`config.mk`:
```
export PLATFORM = sky130hd
export DESIGN_NAME = dtc_calibrator
export DESIGN_NICKNAME = d
export VERILOG_FILES = /design/src/verilog/dtc_pkg.sv /design/src/verilog/dtc_gate_pair.sv /design/src/verilog/dtc_calibrator.sv
export VERILOG_INCLUDE_DIRS = /design/src /design/src/verilog
export SDC_FILE = /design/constraint.sdc
export NUM_CORES = 1
export LEC_CHECK = 0
export BUFFER_PORTS_ARGS = -buffer_cell sky130_fd_sc_hd__buf_2
export CORE_MARGIN = 1
export CORE_UTILIZATION = 35
export CTS_BUF_LIST = sky130_fd_sc_hd__clkbuf_16
export DETAILED_ROUTE_END_ITERATION = 16
export HOLD_SLACK_MARGIN = 0.06
export PLACE_DENSITY = 0.52
export RECOVER_POWER = 25
export SYNTH_ARGS = -nofsm -noshare
export SYNTH_HDL_FRONTEND = slang
export SYNTH_SLANG_ARGS = --single-unit
```
`constraint.sdc`:
```
create_clock -name clk -period 4.4 [get_ports clk]
set_input_delay 0.88 -clock clk [delete_from_list [all_inputs] [get_ports clk]]
set_output_delay 0.88 -clock clk [all_outputs]
set_load 0.01 [all_outputs]
```
`src/verilog/dtc_defines.svh`:
```
`ifndef DTC_DEFINES_SVH
`define DTC_DEFINES_SVH

// Clock rate and the quantum of every dead time.
`define DTC_CLK_MHZ 40
`define DTC_CLK_PERIOD_NS 25

// Dead time limits in nanoseconds and the derived cycle counts.
`define DTC_DEAD_MIN_NS 75
`define DTC_DEAD_MAX_NS 375
`define DTC_DEAD_MIN_CYC ((`DTC_DEAD_MIN_NS + `DTC_CLK_PERIOD_NS - 1) / `DTC_CLK_PERIOD_NS)
`define DTC_DEAD_MAX_CYC (`DTC_DEAD_MAX_NS / `DTC_CLK_PERIOD_NS)

// Interval to dead time divisors, expressed as right shifts.
`define DTC_RECT_SHIFT 6
`define DTC_PRIM_SHIFT 5

// Shortest switching half period in pulse-width operation, in nanoseconds.
`define DTC_PWM_MIN_HALF_NS 1840
`define DTC_PWM_MIN_HALF_CYC \
   ((`DTC_PWM_MIN_HALF_NS + `DTC_CLK_PERIOD_NS - 1) / `DTC_CLK_PERIOD_NS)

// Widths and reset values.
`define DTC_CNT_W 16
`define DTC_DEAD_W 4
`define DTC_HALF_W 8
`define DTC_CNT_RESET 16'h0000
`define DTC_DEAD_RESET 4'h3

`endif

```
`src/verilog/dtc_pkg.sv`:
```
`default_nettype none

package dtc_pkg;

   // Calibration sequence of the programming node.
   typedef enum logic [2:0] {
      DTC_WAIT_BIAS,
      DTC_PRECHARGE,
      DTC_PREDISCHARGE,
      DTC_MEASURE_RISE,
      DTC_MEASURE_FALL,
      DTC_DONE
   } dtc_state_t;

endpackage

`default_nettype wire

```
`src/verilog/dtc_gate_pair.sv`:
```
`include "dtc_defines.svh"
`default_nettype none

module dtc_gate_pair (
   input wire logic clk,
   input wire logic rst,
   input wire logic enable,
   input wire logic phase,
   input wire logic [`DTC_DEAD_W-1:0] dead_cycles,
   output logic gate_a,
   output logic gate_b
);

   logic gate_a_reg, gate_a_next;
   logic gate_b_reg, gate_b_next;
   logic phase_reg, phase_next;
   logic [`DTC_DEAD_W-1:0] gap_reg, gap_next;

   // A phase change drops both gates and waits out the dead time before the
   // new side turns on, so the two gates never conduct together.
   always_comb begin
      phase_next = phase;
      gap_next = gap_reg;
      gate_a_next = 1'b0;
      gate_b_next = 1'b0;
      if (!enable) begin
         gap_next = dead_cycles;
      end else if (phase != phase_reg) begin
         gap_next = dead_cycles - 4'h1; // This cycle is the first dead cycle.
      end else if (gap_reg != 4'h0) begin
         gap_next = gap_reg - 4'h1;
      end else begin
         gate_a_next = phase_reg;
         gate_b_next = !phase_reg;
      end
   end

   // State registers.
   always_ff @(posedge clk or posedge rst) begin
      if (rst) begin
         gate_a_reg <= 1'b0;
         gate_b_reg <= 1'b0;
         phase_reg <= 1'b0;
         gap_reg <= `DTC_DEAD_RESET;
      end else begin
         gate_a_reg <= gate_a_next;
         gate_b_reg <= gate_b_next;
         phase_reg <= phase_next;
         gap_reg <= gap_next;
      end
   end

   assign gate_a = gate_a_reg;
   assign gate_b = gate_b_reg;
endmodule

`default_nettype wire

```
`src/verilog/dtc_calibrator.sv`:
```
`include "dtc_defines.svh"
`default_nettype none

module dtc_calibrator (
   input wire logic clk,
   input wire logic rst,
   input wire logic bias_supply_pin,
   input wire logic node_above_1v,
   input wire logic node_above_1v4,
   input wire logic node_above_3v,
   input wire logic node_held_low,
   input wire logic feedback_below_threshold,
   input wire logic switch_phase,
   output logic discharge_current_sink,
   output logic pwm_mode,
   output logic calibration_done,
   output logic primary_gate_drive_a,
   output logic primary_gate_drive_b,
   output logic rectifier_gate_drive_a,
   output logic rectifier_gate_drive_b
);

   // Divides a count by a power of two and keeps it inside the dead time range.
   function automatic logic [`DTC_DEAD_W-1:0] clamp_dead(input logic [`DTC_CNT_W-1:0] count,
                                                       input int shift);
      logic [`DTC_CNT_W-1:0] q;
      q = count >> shift;
      if (q < `DTC_CNT_W'(`DTC_DEAD_MIN_CYC)) begin
         return `DTC_DEAD_W'(`DTC_DEAD_MIN_CYC);
      end else if (q > `DTC_CNT_W'(`DTC_DEAD_MAX_CYC)) begin
         return `DTC_DEAD_W'(`DTC_DEAD_MAX_CYC);
      end
      return q[`DTC_DEAD_W-1:0];
   endfunction

   dtc_pkg::dtc_state_t state_reg, state_next;
   logic sink_reg, sink_next;
   logic [`DTC_CNT_W-1:0] rise_cnt_reg, rise_cnt_next;
   logic [`DTC_CNT_W-1:0] fall_cnt_reg, fall_cnt_next;
   logic [`DTC_DEAD_W-1:0] rect_dead_reg, rect_dead_next;
   logic [`DTC_DEAD_W-1:0] prim_dead_reg, prim_dead_next;
   logic pwm_reg, pwm_next;
   logic phase_reg, phase_next;
   logic [`DTC_HALF_W-1:0] half_reg, half_next;
   logic done_reg;
   logic run_primary, run_rectifier;

   // Calibration sequence. Counts saturate so a missing comparator edge
   // cannot wrap into a short dead time; the clamp then gives the maximum.
   always_comb begin
      state_next = state_reg;
      sink_next = sink_reg;
      rise_cnt_next = rise_cnt_reg;
      fall_cnt_next = fall_cnt_reg;
      rect_dead_next = rect_dead_reg;
      prim_dead_next = prim_dead_reg;
      case (state_reg)
         dtc_pkg::DTC_WAIT_BIAS: begin
            sink_next = 1'b0;
            if (bias_supply_pin) begin
               state_next = dtc_pkg::DTC_PRECHARGE;
            end
         end
         dtc_pkg::DTC_PRECHARGE: begin
            if (node_above_1v4) begin
               sink_next = 1'b1;
               state_next = dtc_pkg::DTC_PREDISCHARGE;
            end
         end
         dtc_pkg::DTC_PREDISCHARGE: begin
            if (!node_above_1v) begin
               sink_next = 1'b0;
               rise_cnt_next = `DTC_CNT_RESET;
               state_next = dtc_pkg::DTC_MEASURE_RISE;
            end
         end
         dtc_pkg::DTC_MEASURE_RISE: begin
            if (node_above_3v) begin
               sink_next = 1'b1;
               fall_cnt_next = `DTC_CNT_RESET;
               rect_dead_next = clamp_dead(rise_cnt_reg, `DTC_RECT_SHIFT);
               state_next = dtc_pkg::DTC_MEASURE_FALL;
            end else if (rise_cnt_reg != {`DTC_CNT_W{1'b1}}) begin
               rise_cnt_next = rise_cnt_reg + `DTC_CNT_W'(1);
            end
         end
         dtc_pkg::DTC_MEASURE_FALL: begin
            if (!node_above_1v) begin
               sink_next = 1'b0;
               prim_dead_next = clamp_dead(fall_cnt_reg, `DTC_PRIM_SHIFT);
               state_next = dtc_pkg::DTC_DONE;
            end else if (fall_cnt_reg != {`DTC_CNT_W{1'b1}}) begin
               fall_cnt_next = fall_cnt_reg + `DTC_CNT_W'(1);
            end
         end
         dtc_pkg::DTC_DONE: begin
            sink_next = 1'b0; // Results stay until reset.
         end
         default: begin
            state_next = dtc_pkg::DTC_WAIT_BIAS;
            sink_next = 1'b0;
         end
      endcase
   end

   // Calibration registers.
   always_ff @(posedge clk or posedge rst) begin
      if (rst) begin
         state_reg <= dtc_pkg::DTC_WAIT_BIAS;
         sink_reg <= 1'b0;
         rise_cnt_reg <= `DTC_CNT_RESET;
         fall_cnt_reg <= `DTC_CNT_RESET;
         rect_dead_reg <= `DTC_DEAD_RESET;
         prim_dead_reg <= `DTC_DEAD_RESET;
         done_reg <= 1'b0;
      end else begin
         state_reg <= state_next;
         sink_reg <= sink_next;
         rise_cnt_reg <= rise_cnt_next;
         fall_cnt_reg <= fall_cnt_next;
         rect_dead_reg <= rect_dead_next;
         prim_dead_reg <= prim_dead_next;
         done_reg <= (state_next == dtc_pkg::DTC_DONE);
      end
   end

   // Mode and phase. The feedback clamp itself is analog; here the mode flag
   // records it. In pulse-width operation a phase change is held back until
   // the shortest half period has run, which caps the switching frequency.
   always_comb begin
      pwm_next = feedback_below_threshold;
      phase_next = phase_reg;
      half_next = half_reg;
      if (half_reg != {`DTC_HALF_W{1'b1}}) begin
         half_next = half_reg + `DTC_HALF_W'(1);
      end
      if (switch_phase != phase_reg) begin
         if (!pwm_reg || half_reg >= `DTC_HALF_W'(`DTC_PWM_MIN_HALF_CYC)) begin
            phase_next = switch_phase;
            half_next = `DTC_HALF_W'(0);
         end
      end
   end

   // Mode and phase registers.
   always_ff @(posedge clk or posedge rst) begin
      if (rst) begin
         pwm_reg <= 1'b0;
         phase_reg <= 1'b0;
         half_reg <= `DTC_HALF_W'(0);
      end else begin
         pwm_reg <= pwm_next;
         phase_reg <= phase_next;
         half_reg <= half_next;
      end
   end

   // Switching needs a finished calibration and a node that is not held low.
   assign run_primary = done_reg && !node_held_low;
   assign run_rectifier = run_primary && !pwm_reg;

   dtc_gate_pair primary_pair (
      .clk(clk),
      .rst(rst),
      .enable(run_primary),
      .phase(phase_reg),
      .dead_cycles(prim_dead_reg),
      .gate_a(primary_gate_drive_a),
      .gate_b(primary_gate_drive_b)
   );

   dtc_gate_pair rectifier_pair (
      .clk(clk),
      .rst(rst),
      .enable(run_rectifier),
      .phase(phase_reg),
      .dead_cycles(rect_dead_reg),
      .gate_a(rectifier_gate_drive_a),
      .gate_b(rectifier_gate_drive_b)
   );

   assign discharge_current_sink = sink_reg;
   assign pwm_mode = pwm_reg;
   assign calibration_done = done_reg;
endmodule

`default_nettype wire

```
# ---- Yosys cells after proc, flatten, opt, wreduce, memory -nomap -nowiden
# Index checks and enable logic that the tools add are counted.
# Widths: inputs -> output; s select.
dict set report word_totals {
  regBits 68
  mem_count 0
  mem_bits_rw 0
  latch_bits 0
  output_inout_bits 7
  mem_bits_ro 0
  wordCells 122
}
dict set report op_classes {
  mul 0
  n_shift 0
  add_sub_neg 7
  div 0
  muxes 53
  n_eq_ne 21
  magnitude_cmp 5
  n_reduce_logical 18
  n_bitwise 1
}
# operator n
set op_table {}
lappend op_table {{$mux 16} 6}
lappend op_table {{$pmux 16 s2} 2}
lappend op_table {{$mux 4} 12}
lappend op_table {{$add 16x1->16 const B} 2}
lappend op_table {{$ne 16x16->1 const B} 2}
lappend op_table {{$mux 8} 3}
lappend op_table {{$mux 1} 23}
lappend op_table {{$pmux 3 s6} 1}
lappend op_table {{$ne 2x2->1 const B} 8}
lappend op_table {{$sub 4x1->4 const B} 4}
lappend op_table {{$mux 3} 5}
lappend op_table {{$gt 11x4->1 const B} 1}
lappend op_table {{$lt 11x2->1 const B} 1}
lappend op_table {{$gt 10x4->1 const B} 1}
lappend op_table {{$lt 10x2->1 const B} 1}
lappend op_table {{$eq 3x3->1 const B} 3}
lappend op_table {{$add 8x1->8 const B} 1}
lappend op_table {{$ge 8x7->1 const B} 1}
lappend op_table {{$ne 8x8->1 const B} 1}
lappend op_table {{$reduce_and 4->1} 2}
lappend op_table {{$reduce_bool 4->1} 2}
lappend op_table {{$eq 3x2->1 const B} 2}
lappend op_table {{$ne 3x3->1 const B} 2}
lappend op_table {{$reduce_and 2->1} 3}
lappend op_table {{other kinds (11)} 16}

# ---- Logic depth before layout (Yosys ltp)
# Gate-level depths: netlist of run 1.
dict set report depth {
  word_depth 6
  depth_mapped 8
  ltp_nobuf 6
}

# ---- By module
# From an unflattened synthesis of run 1, not the netlist that was laid out.
dict set report unflattened {
  hier_cells 395
  hier_area_um2 3751.1
}
# module cells_per_inst area_per_inst_um2 seq_area_each_um2 instances
set modules_own_cells {}
lappend modules_own_cells {dtc_calibrator 313 2952.8 1381.3 1}
lappend modules_own_cells {dtc_gate_pair 41 399.1 177.7 2}

# ---- Least setup slack after synthesis of run 1
# OpenSTA, ideal clock, no wires.
dict set report synth_path {
  path_type {in2reg}
  start {input port node_above_1v}
  end {register fall_cnt_reg[14]}
  arrival_ns 2.192
  path_buffers 2
  cell_stages 6
  required_ns 4.322
  setup_slack_ns 2.130
  path_cell_list {nand4bb_1 -> buf_2 -> or3_1 -> buf_2 -> or4_1 -> a21oi_1}
}
dict set report synth_between {
  elab_chain_cells 2
}
# item line
set synth_lines {}
lappend synth_lines {{start: declaration} dtc_calibrator.sv:8} ;# input wire logic node_above_1v,
lappend synth_lines {{$ne 2x2->1 (no line)} -}
lappend synth_lines {{$reduce_and 4->1 (no line)} -}
lappend synth_lines {{end signal: assignment} dtc_calibrator.sv:112} ;# fall_cnt_reg <= `DTC_CNT_RESET;
lappend synth_lines {{end signal: assignment} dtc_calibrator.sv:120} ;# fall_cnt_reg <= fall_cnt_next;
lappend synth_lines {{end: declaration} dtc_calibrator.sv:39} ;# logic [`DTC_CNT_W-1:0] fall_cnt_reg, fall_cnt_next;
# Every way passes these cells.
# A chain may end at the register's enable or synchronous reset.

# ---- Worst setup path in the final report of run 1
dict set report layout_path {
  start {register state_reg[2]}
  end {register rect_dead_reg[3]}
}
dict set report layout_between {
  elab_chain_cells 2
}
# item line
set layout_lines {}
lappend layout_lines {{start: declaration} dtc_calibrator.sv:36} ;# dtc_pkg::dtc_state_t state_reg, state_next;
lappend layout_lines {{start signal: assignment} dtc_calibrator.sv:109} ;# state_reg <= dtc_pkg::DTC_WAIT_BIAS;
lappend layout_lines {{start signal: assignment} dtc_calibrator.sv:117} ;# state_reg <= state_next;
lappend layout_lines {{$eq 3x2->1} dtc_calibrator.sv:57} ;# case (state_reg)
lappend layout_lines {{$reduce_and 2->1 (no line)} -}
lappend layout_lines {{end signal: assignment} dtc_calibrator.sv:113} ;# rect_dead_reg <= `DTC_DEAD_RESET;
lappend layout_lines {{end signal: assignment} dtc_calibrator.sv:121} ;# rect_dead_reg <= rect_dead_next;
lappend layout_lines {{end: declaration} dtc_calibrator.sv:40} ;# logic [`DTC_DEAD_W-1:0] rect_dead_reg, rect_dead_next;
# Every way passes these cells.

==> impl_metrics.json, run 1 <==
{
  "status": "finished with violations",
  "synth_top_area_share_pct": 40.5,
  "vias": 3022,
  "synth_flop_cell": "dfrtp_1",
  "worst_pin_slew_ns": 1.61,
  "ys_top_cells_by_area": "dfrtp_1, dfstp_2, mux2i_1",
  "grt_max_degree": 42,
  "path_class": "reg2reg",
  "num-fill-cells": 1036,
  "grt_usage_pct": 15.8,
  "drive_gt1_share_pct": 11.7,
  "rsz0062_at_grt": "no",
  "relSlewSlack_pct": -7.21,
  "clk_latency_ns": 0.33,
  "cts_max_level": 3,
  "endpoint": "rect_dead_reg[3]$_DFFE_PP0P_",
  "ys_async_sr_fraction_pct": 100,
  "finalHoldViolations": 0,
  "violations": "max-capacitance violations, max-slew violations",
  "worst_setup_path_end_kind": "flop",
  "reg2reg_to": "rect_dead_reg[3]$_DFFE_PP0P_",
  "vias_per_cell": 5.51,
  "setup-violations-final": 0,
  "ff2ff_path_depth": 4,
  "worst-path-buf-inv": 0,
  "start_kind": "flop",
  "peakVddDrop_mv": 0.184,
  "cts_buffers": 9,
  "setup-tns-final_ns": 0,
  "ys_seq_area_share_pct": 46.2,
  "ant_nets": 0,
  "maxCapViolCount": 1,
  "io_buffers": 15,
  "drt-total-wl_microns": 7910,
  "clk_path_buf_depth": 2,
  "clk_pin_slew_ns": 0.06,
  "dr.first_iter.drc_count": 145,
  "initial_utilization_pct": 36.0,
  "regToRegSetupSlack_ns": 1.95,
  "cts_tree": "built",
  "ys_ff_latch": 68,
  "netlist_area_sq_um": 3700,
  "core_sq_um": 10300,
  "die_w_microns": 105,
  "yosysWarnings": 0,
  "place_congestion": 0.737,
  "row_count": 37,
  "multi_input_area_sq_um": 1870,
  "regArea_sq_um": 1710,
  "critPathMaxFanout": 19,
  "synth_top_area_cell": "dfrtp_1",
  "synth_cell_types": 55,
  "area_growth_pct": 12.5,
  "critPathTopFamily": "simple AND/OR/NAND/NOR gates",
  "critPathLaunch": "state_reg[2]$_DFF_PP0_",
  "nets": 422,
  "die_area_sq_um": 11000,
  "dr.pass1.iters": 4,
  "worstPathCellList": "nor2b_1 -> nand3_1 -> nor3_1 -> a21oi_1",
  "power_leakage_nw": 1.72,
  "cts_setup_buffers": 0,
  "cts_root_buffer": "clkbuf_16",
  "cts_resized": 0,
  "antenna_found_initial": 0,
  "grt_pass1_wl_microns": 14000,
  "rr_startpoint": "state_reg[2]$_DFF_PP0_",
  "path_depth": 4,
  "numClockSinks": 68,
  "syn-num-nets": 413,
  "final_cell_mix": "dfrtp_1, nand2_1, nor2_1",
  "antenna_cells": 0,
  "worstHoldPathType": "reg2reg",
  "p_total_mw": 1.56,
  "boundaryPins": 16,
  "die_y_microns": 105,
  "final_common_cell": "dfrtp_1",
  "syn_avg_cell_area_sq_um": 9.31,
  "finClkSkew_ns": 0.00452,
  "slowest_delay_ns": 0.69,
  "hold_buffers": 0,
  "cpMaxStageDelayCell": "nand3_1",
  "grt_pass1_vias": 2983,
  "slew_violations": 42,
  "fmaxAchievable_ghz": 0.408,
  "netlist_instances": 398,
  "pwr_density_cell_nw_per_um2": 373,
  "fin_crit_ns": 2.45,
  "grt_remaining_overflow": 0,
  "cp.arrival_ns": 2.63,
  "hpwl_microns": 5460,
  "required_ns": 4.58,
  "avgRoutedWirePerCell_microns": 14.4,
  "period_share_pct": 55.6,
  "synth-edff-count": 0,
  "drc_errors": 0
}
-- cells in the mapped netlist (all sizes together) (3+ instances only) --
cell type  number
dfrtp          60
nand2          35
nor2           31
a21oi          27
nand3          19
nor3           19
mux2i          17
o21ai          15
clkbuf         13
nand2b         13
nand4          12
o31ai          11
inv            10
or3            10
and3            9
dfstp           8
nor4            8
or4             8
buf             6
ha              6
a211oi          5
a31oi           5
nor2b           5
xor2            4
and4            3
mux2            3
o311ai          3
xnor2           3
-- worst min-delay path by stage --
stage | end | cells after the start | slack (ns) | startpoint
floorplan | rectifier_pair.phase_reg$_DFF_PP0_ | 0 | 0.35 | phase_reg$_DFFE_PP0P_
global placement | fall_cnt_reg[3]$_DFFE_PP0P_ | 1 | 0.51 | fall_cnt_reg[3]$_DFFE_PP0P_
detailed placement | fall_cnt_reg[3]$_DFFE_PP0P_ | 1 | 0.52 | fall_cnt_reg[3]$_DFFE_PP0P_
CTS | fall_cnt_reg[3]$_DFFE_PP0P_ | 1 | 0.53 | fall_cnt_reg[3]$_DFFE_PP0P_
global route | prim_dead_reg[1]$_DFFE_PP1P_ | 1 | 0.54 | prim_dead_reg[1]$_DFFE_PP1P_
finish | rectifier_pair.gap_reg[1]$_DFFE_PP1P_ | 1 | 0.53 | rect_dead_reg[1]$_DFFE_PP1P_
-- final cells by class --
class,instances,share of cell area [%]
clock buffer,9,5.40
clock inverter,7,1.41
inverter,10,0.901
multi-input combinational,301,45.0
sequential,68,41.1
tap,136,4.08
timing repair buffer,17,2.16
-- per-layer routing --
metal | wire (microns) | track usage, % | vias up
met1 | 3970 | 20.9 | 1448
met5 | 0 | 0 | -
li1 | - | - | 1509
met2 | 3550 | 24.7 | 53
met3 | 251 | 3.74 | 12
met4 | 140 | 6.54 | 0
-- power breakdown --
group	internal, mW	leakage [nW]	switching, mW	total (mW)
clock	0.430	0.141	0.263	0.693
sequential	0.671	0.869	0.0451	0.716
combinational	0.0663	0.709	0.0800	0.146
total	1.17	1.72	0.388	1.56
-- metrics by stage --
stage                     cells  util [%]  worst slack, ns  hold WS [ns]  instance area [sq um]
after floorplan             398         -             1.82         0.352                   3700
after global placement      532      37.8             1.76         0.513                   3880
after detailed placement    532      37.8             1.69         0.522                   3880
after CTS                   548      40.6             1.92         0.530                   4170
after global routing        548      40.6             1.61         0.544                   4170
final                       548      40.6             1.95         0.526                   4170
-- worst register-to-register path, delay by kind of cell, from the launching register on --
kind	cells	cell delay, ns
simple gates	3	1.74
compound gates	1	0.06
flops	1	0.50
-- logic make-up (layout without fill, tap and decap cells) --
logic type               after synthesis  in the layout  share of synthesized area [%]
AO/OA/AOI/OAI                         87             87                           15.4
XOR/XNOR                               7              7                           1.66
adder cells (fa/ha/maj)                6              6                           2.03
buffers and inverters                 29             43                           3.18
flip-flops                            68             68                           46.2
multiplexers                          20             20                           5.51
AND/OR/NAND/NOR                      181            181                           26.0
(Power assumes the default switching activity.)
==> run 2: changes to the inputs <==
Settings changed: ABC_AREA set to 1, PLACE_DENSITY 0.52 to 0.54.
Clock period 4.4 ns to 2 ns, I/O delays scaled along.
==> run 2 against run 1 <==
  * The flow now finishes without violations
  * Combinational power rose to 8.9 times the previous value
  * Sequential share of layout area down 3.7 points
  * Non-clock buffer count grew 10
  * Via count up 18%
  * Cell count up 34%
  * Design area grew 10%
  * Synthesized cell count rose by 40%
  * Flip-flop and latch count unchanged
  * Critical path depth grew 5
  * Largest power group unchanged
  * Highest routed layer is now met5
==> impl_metrics.json, run 2 <==
{
  "status": "complete, no violations",
  "clk_latency_ns": 0.34,
  "synth_cell_types": 38,
  "finalHoldViolations": 0,
  "synth_flop_cell": "dfrtp_1",
  "cts_buffers": 9,
  "dr.pass1.iters": 5,
  "drt-total-wl_microns": 9020,
  "synthAdderAreaFrac_pct": 1.87,
  "synth-simple-area-share_pct": 35.6,
  "hp-start": "feedback_below_threshold",
  "ys_async_sr_fraction_pct": 100,
  "worst_pin_slew_ns": 0.617,
  "cts_tree": "built",
  "rr_startpoint": "fall_cnt_reg[1]$_DFFE_PP0P_",
  "avgRoutedWirePerCell_microns": 12.3,
  "path_class": "reg2reg",
  "boundaryPins": 16,
  "cts_setup_buffers": 0,
  "ys_top_cells_by_area": "dfrtp_1, nand2_1, nor2_1",
  "relSlewSlack_pct": 58.7,
  "finClkSkew_ns": 0.00603,
  "synth_top_area_cell": "dfrtp_1",
  "worstHoldPathType": "in2reg",
  "grt_pass1_vias": 3223,
  "area_growth_pct": 14.3,
  "synth_top_family_by_area": "simple AND/OR/NAND/NOR gates",
  "worst_setup_path_end_kind": "flop",
  "ys_ff_latch": 68,
  "critPathMaxFanout": 16,
  "dr.first_iter.drc_count": 290,
  "setup-tns-final_ns": 0,
  "drive_gt1_share_pct": 10.9,
  "synthXorXnorAreaFrac_pct": 3.71,
  "hpwl_microns": 6400,
  "cts_root_buffer": "clkbuf_16",
  "synth_common_cells": "nand2_1, nor2_1, inv_1",
  "peakVddDrop_mv": 0.508,
  "fin_crit_ns": 1.82,
  "die_y_microns": 109,
  "cp.arrival_ns": 2.09,
  "power_leakage_nw": 2.20,
  "drc_errors": 0,
  "io_buffers": 15,
  "antenna_found_initial": 1,
  "synth-edff-count": 0,
  "fmaxAchievable_ghz": 0.549,
  "num-fill-cells": 1125,
  "setup-violations-final": 0,
  "synth_mux_area_share_pct": 0,
  "required_ns": 2.27,
  "final_cell_mix": "nand2_1, nor2_1, inv_1",
  "period_share_pct": 91.0,
  "pwr_density_cell_nw_per_um2": 975,
  "row_count": 38,
  "vias_per_cell": 4.84,
  "ant_nets": 0,
  "netlist_area_sq_um": 4010,
  "core_sq_um": 11000,
  "nets": 605,
  "yosysWarnings": 0,
  "die_area_sq_um": 11900,
  "layoutNonFillerInstCount": 735,
  "slew_violations": 0,
  "grt_remaining_overflow": 0,
  "antenna_cells": 0,
  "die_w_microns": 109,
  "maxCapViolCount": 0,
  "synth_top_area_share_pct": 37.4,
  "final_common_cell": "nand2_1",
  "cts_max_level": 3,
  "placed_cells": 718,
  "grt_usage_pct": 16.7,
  "synth-compound-area-share_pct": 8.64,
  "ys_seq_area_share_pct": 42.7,
  "syn-num-nets": 574,
  "vias": 3557,
  "grt_pass1_wl_microns": 15200,
  "initial_utilization_pct": 36.5,
  "syn_avg_cell_area_sq_um": 7.18,
  "netlist_instances": 559,
  "post-synth-top-count-cell": "nand2_1",
  "p_total_mw": 4.47,
  "numClockSinks": 68,
  "grt_max_degree": 61,
  "clk_pin_slew_ns": 0.05,
  "place_congestion": 0.864,
  "critPathLaunch": "fall_cnt_reg[1]$_DFFE_PP0P_",
  "clk_path_buf_depth": 2,
  "start_kind": "flop"
}
## run 2: area by class of cell
cell class / instances / area [sq um] / share of cell area, %
inverters: 67 / 255 / 5.57
clock buffers: 9 / 225 / 4.91
well taps: 140 / 175 / 3.82
multi-input cells: 417 / 2010 / 43.8
repair buffers: 27 / 180 / 3.93
clock inverters: 7 / 27.5 / 0.600
flip-flops and latches: 68 / 1710 / 37.3
## run 2: repair_timing
item                                    in CTS  in global routing
endpoints found under the setup margin       0                 22
hold buffers                                 1                  0
resized for setup                            0                  2
hold endpoints to repair                     8                  0
## run 2: metal layers
metal	up-vias	part of all wire, %	track usage [%]
met3	14	4.7	4.84
met5	-	0.14	0
met2	65	42	24.0
met1	1619	51	23.3
met4	2	1.5	6.66
li1	1857	-	-
## run 2: power by group
group	total [mW]	switching [mW]	internal, mW
logic	1.30	0.877	0.422
clock network	1.38	0.576	0.809
registers	1.79	0.158	1.63
total	4.47	1.61	2.86
## run 2: final timing paths
path | endpoint | slack, ns | depth (start not counted)
max | fall_cnt_reg[7]$_DFFE_PP0P_ | 0.18 | 9
min | pwm_mode$_DFF_PP0_ | 0.17 | 1
max reg2reg | fall_cnt_reg[7]$_DFFE_PP0P_ | 0.18 | 9
min reg2reg | rectifier_pair.phase_reg$_DFF_PP0_ | 0.46 | 0
max in group asynchronous | rect_dead_reg[0]$_DFFE_PP1P_ | 0.70 | 4
min in group asynchronous | fall_cnt_reg[4]$_DFFE_PP0P_ | 0.60 | 3
## run 2: per-stage QoR
stage | hold WS [ns] | worst slack [ns] | util (%) | cell area [sq um]
after global placement | 0.345 | 0.217 | 39.3 | 4310
after floorplan | 0.411 | 0.382 | - | 4020
final | 0.173 | 0.180 | 41.8 | 4590
after detailed placement | 0.355 | 0.151 | 39.3 | 4310
after global routing | 0.154 | -0.00390 | 41.8 | 4590
after CTS | 0.159 | 0.141 | 41.6 | 4570
## run 2: worst max-delay path, cell delays in order, from the launching register on
cell     delay, ns
dfrtp_1       0.39
ha_1          0.23
nand2_1       0.12
nor2_2        0.20
nand2_2       0.12
o21ai_2       0.18
nand2_2       0.20
nand2_8       0.18
nand2_1       0.08
nand2_1       0.06
## run 2: kinds of logic (layout without fill, tap and decap cells)
kind of cell    Yosys count  in the layout
compound gates           62             62
xor+xnor                 17             17
fa+ha+maj                 6              6
buf+inv                  74            110
flops                    68             68
simple gates            332            332
==> run 3: changes to the inputs <==
Settings changed: RECOVER_POWER 25 to 100.
==> run 3 against run 2 <==
  * Clock-buffer cell count unchanged
  * Die area unchanged
  * Non-clock buffer count unchanged
  * Maximum frequency increased by 0.32%
  * Clock power about the same
  * Setup slack improved by 0.0058 ns
  * Utilization decreased by 0.10 points
  * Register-to-register slack about the same
==> impl_metrics.json, run 3 (synthesized netlist as in run 2, its figures left out) <==
{
  "dr.pass1.iters": 5,
  "antenna_found_initial": 1,
  "drive_gt1_share_pct": 9.41,
  "final_cell_mix": "nand2_1, nor2_1, inv_1",
  "clk_path_buf_depth": 2,
  "slowest_delay_ns": 0.39,
  "grt_usage_pct": 16.7,
  "worstPathCellList": "ha_1 -> nand2_1 -> nor2_2 -> nand2_2 -> o21ai_2 -> nand2_2 -> nand2_8 -> nand2_1 -> nand2_1",
  "pwr_density_cell_nw_per_um2": 975,
  "setup_slack_ns": 0.186,
  "clk_pin_slew_ns": 0.05,
  "grt_pass1_vias": 3223,
  "fmaxAchievable_ghz": 0.551,
  "status": "complete, no violations",
  "placed_cells": 718,
  "avgRoutedWirePerCell_microns": 12.3,
  "power_leakage_nw": 2.17,
  "io_buffers": 15,
  "hpwl_microns": 6400,
  "setup-violations-final": 0,
  "drt-total-wl_microns": 9020,
  "seqPwrFrac_pct": 40.0,
  "layoutNonFillerInstCount": 735,
  "worst_hold_slack_ns": 0.172,
  "start_kind": "flop",
  "row_count": 38,
  "die_area_sq_um": 11900,
  "die_w_microns": 109,
  "setup-tns-final_ns": 0,
  "final_common_cell": "nand2_1",
  "dr.first_iter.drc_count": 283,
  "cpMaxStageDelayCell": "dfrtp_1",
  "slew_violations": 0,
  "path_class": "reg2reg",
  "cts_buffers": 9,
  "maxCapViolCount": 0,
  "p_total_mw": 4.46,
  "peakVddDrop_mv": 0.508,
  "cp.arrival_ns": 2.09,
  "p_switching_mw": 1.61,
  "area_growth_pct": 14.0,
  "cts_tree": "built",
  "antenna_cells": 0,
  "critPathMaxFanout": 16,
  "grt_max_degree": 61,
  "p_int_mw": 2.85,
  "grt_remaining_overflow": 0,
  "period_share_pct": 90.7,
  "initial_utilization_pct": 36.5,
  "vias_per_cell": 4.84,
  "final_util_pct": 41.6,
  "cts_max_level": 3,
  "relSlewSlack_pct": 58.7,
  "combinationalPowerShare_pct": 28.9,
  "cts_root_buffer": "clkbuf_16",
  "core_sq_um": 11000,
  "drc_errors": 0,
  "worst_pin_slew_ns": 0.617,
  "die_y_microns": 109,
  "boundaryPins": 16,
  "crit_top_cell": "nand2_1",
  "finalHoldViolations": 0,
  "pwr-share-clk_pct": 31.1,
  "worst_setup_path_end_kind": "flop",
  "nets": 605,
  "ant_nets": 0,
  "final_cell_area_sq_um": 4570,
  "grt_pass1_wl_microns": 15200,
  "vias": 3561,
  "cts_setup_buffers": 0,
  "finClkSkew_ns": 0.00692,
  "dp_slack_ns": 0.151,
  "place_congestion": 0.864,
  "required_ns": 2.27,
  "worstHoldPathType": "in2reg",
  "place_area_sq_um": 4310,
  "numClockSinks": 68,
  "fin_crit_ns": 1.81,
  "clk_latency_ns": 0.34,
  "netSwitchingFraction_pct": 36.0
}
run 3: changes by cell type in the layout (fill, tap and decap cells not counted):
cell,before,now
buf_2,15,8
inv_1,65,66
inv_2,3,2
nand2_2,5,4
nand2_1,167,168
o21ai_1,10,8
o21ai_0,26,28
clkbuf_1,0,7
run 3: worst paths after layout:
path	startpoint	slack (ns)	cells after the start	endpoint
max	fall_cnt_reg[1]$_DFFE_PP0P_	0.19	9	fall_cnt_reg[7]$_DFFE_PP0P_
min	feedback_below_threshold	0.17	1	pwm_mode$_DFF_PP0_
max reg2reg	fall_cnt_reg[1]$_DFFE_PP0P_	0.19	9	fall_cnt_reg[7]$_DFFE_PP0P_
min reg2reg	phase_reg$_DFFE_PP0P_	0.46	0	rectifier_pair.phase_reg$_DFF_PP0_
max in group asynchronous	rst	0.71	4	rect_dead_reg[0]$_DFFE_PP1P_
min in group asynchronous	rst	0.60	3	fall_cnt_reg[4]$_DFFE_PP0P_
run 3: critical path, delay by kind of cell, from the launching register on:
| kind | cells | cell delay [ns] |
|---|---|---|
| flip-flops | 1 | 0.39 |
| adder cells (fa/ha/maj) | 1 | 0.22 |
| AND/OR/NAND/NOR | 7 | 0.96 |
| AO/OA/AOI/OAI | 1 | 0.18 |
run 3: layout make-up:
| type | instances | area [sq um] |
|---|---|---|
| Fill cell | 1131 | 6410 |
| Multi-Input combinational cell | 417 | 2010 |
| Sequential cell | 68 | 1710 |
| Inverter | 67 | 255 |
| Clock buffer | 9 | 225 |
| Tap cell | 140 | 175 |
| Timing Repair Buffer | 27 | 171 |
| Clock inverter | 7 | 27.5 |
run 3: routing by layer:
| layer | part of all wire [%] | track usage [%] | vias up |
|---|---|---|---|
| li1 | - | - | 1857 |
| met1 | 51 | 23.3 | 1620 |
| met2 | 43 | 24.0 | 68 |
| met3 | 5.1 | 4.84 | 14 |
| met4 | 1.5 | 6.66 | 2 |
| met5 | 0.14 | 0 | - |
run 3: power by group through the flow:
stage	registers, mW	clock network [mW]	logic, mW
2_1_floorplan	1.79	0	0.985
3_3_place_gp	1.80	0	1.26
3_5_place_dp	1.81	0	1.28
4_1_cts	1.79	1.43	1.29
5_1_grt	1.83	1.49	1.48
6_report	1.79	1.39	1.29
run 3: what timing repair did:
item,4_1_cts,5_1_grt
setup endpoints to repair,0,22
resized for setup,0,2
endpoints found under the hold margin,8,0
hold buffers,1,0
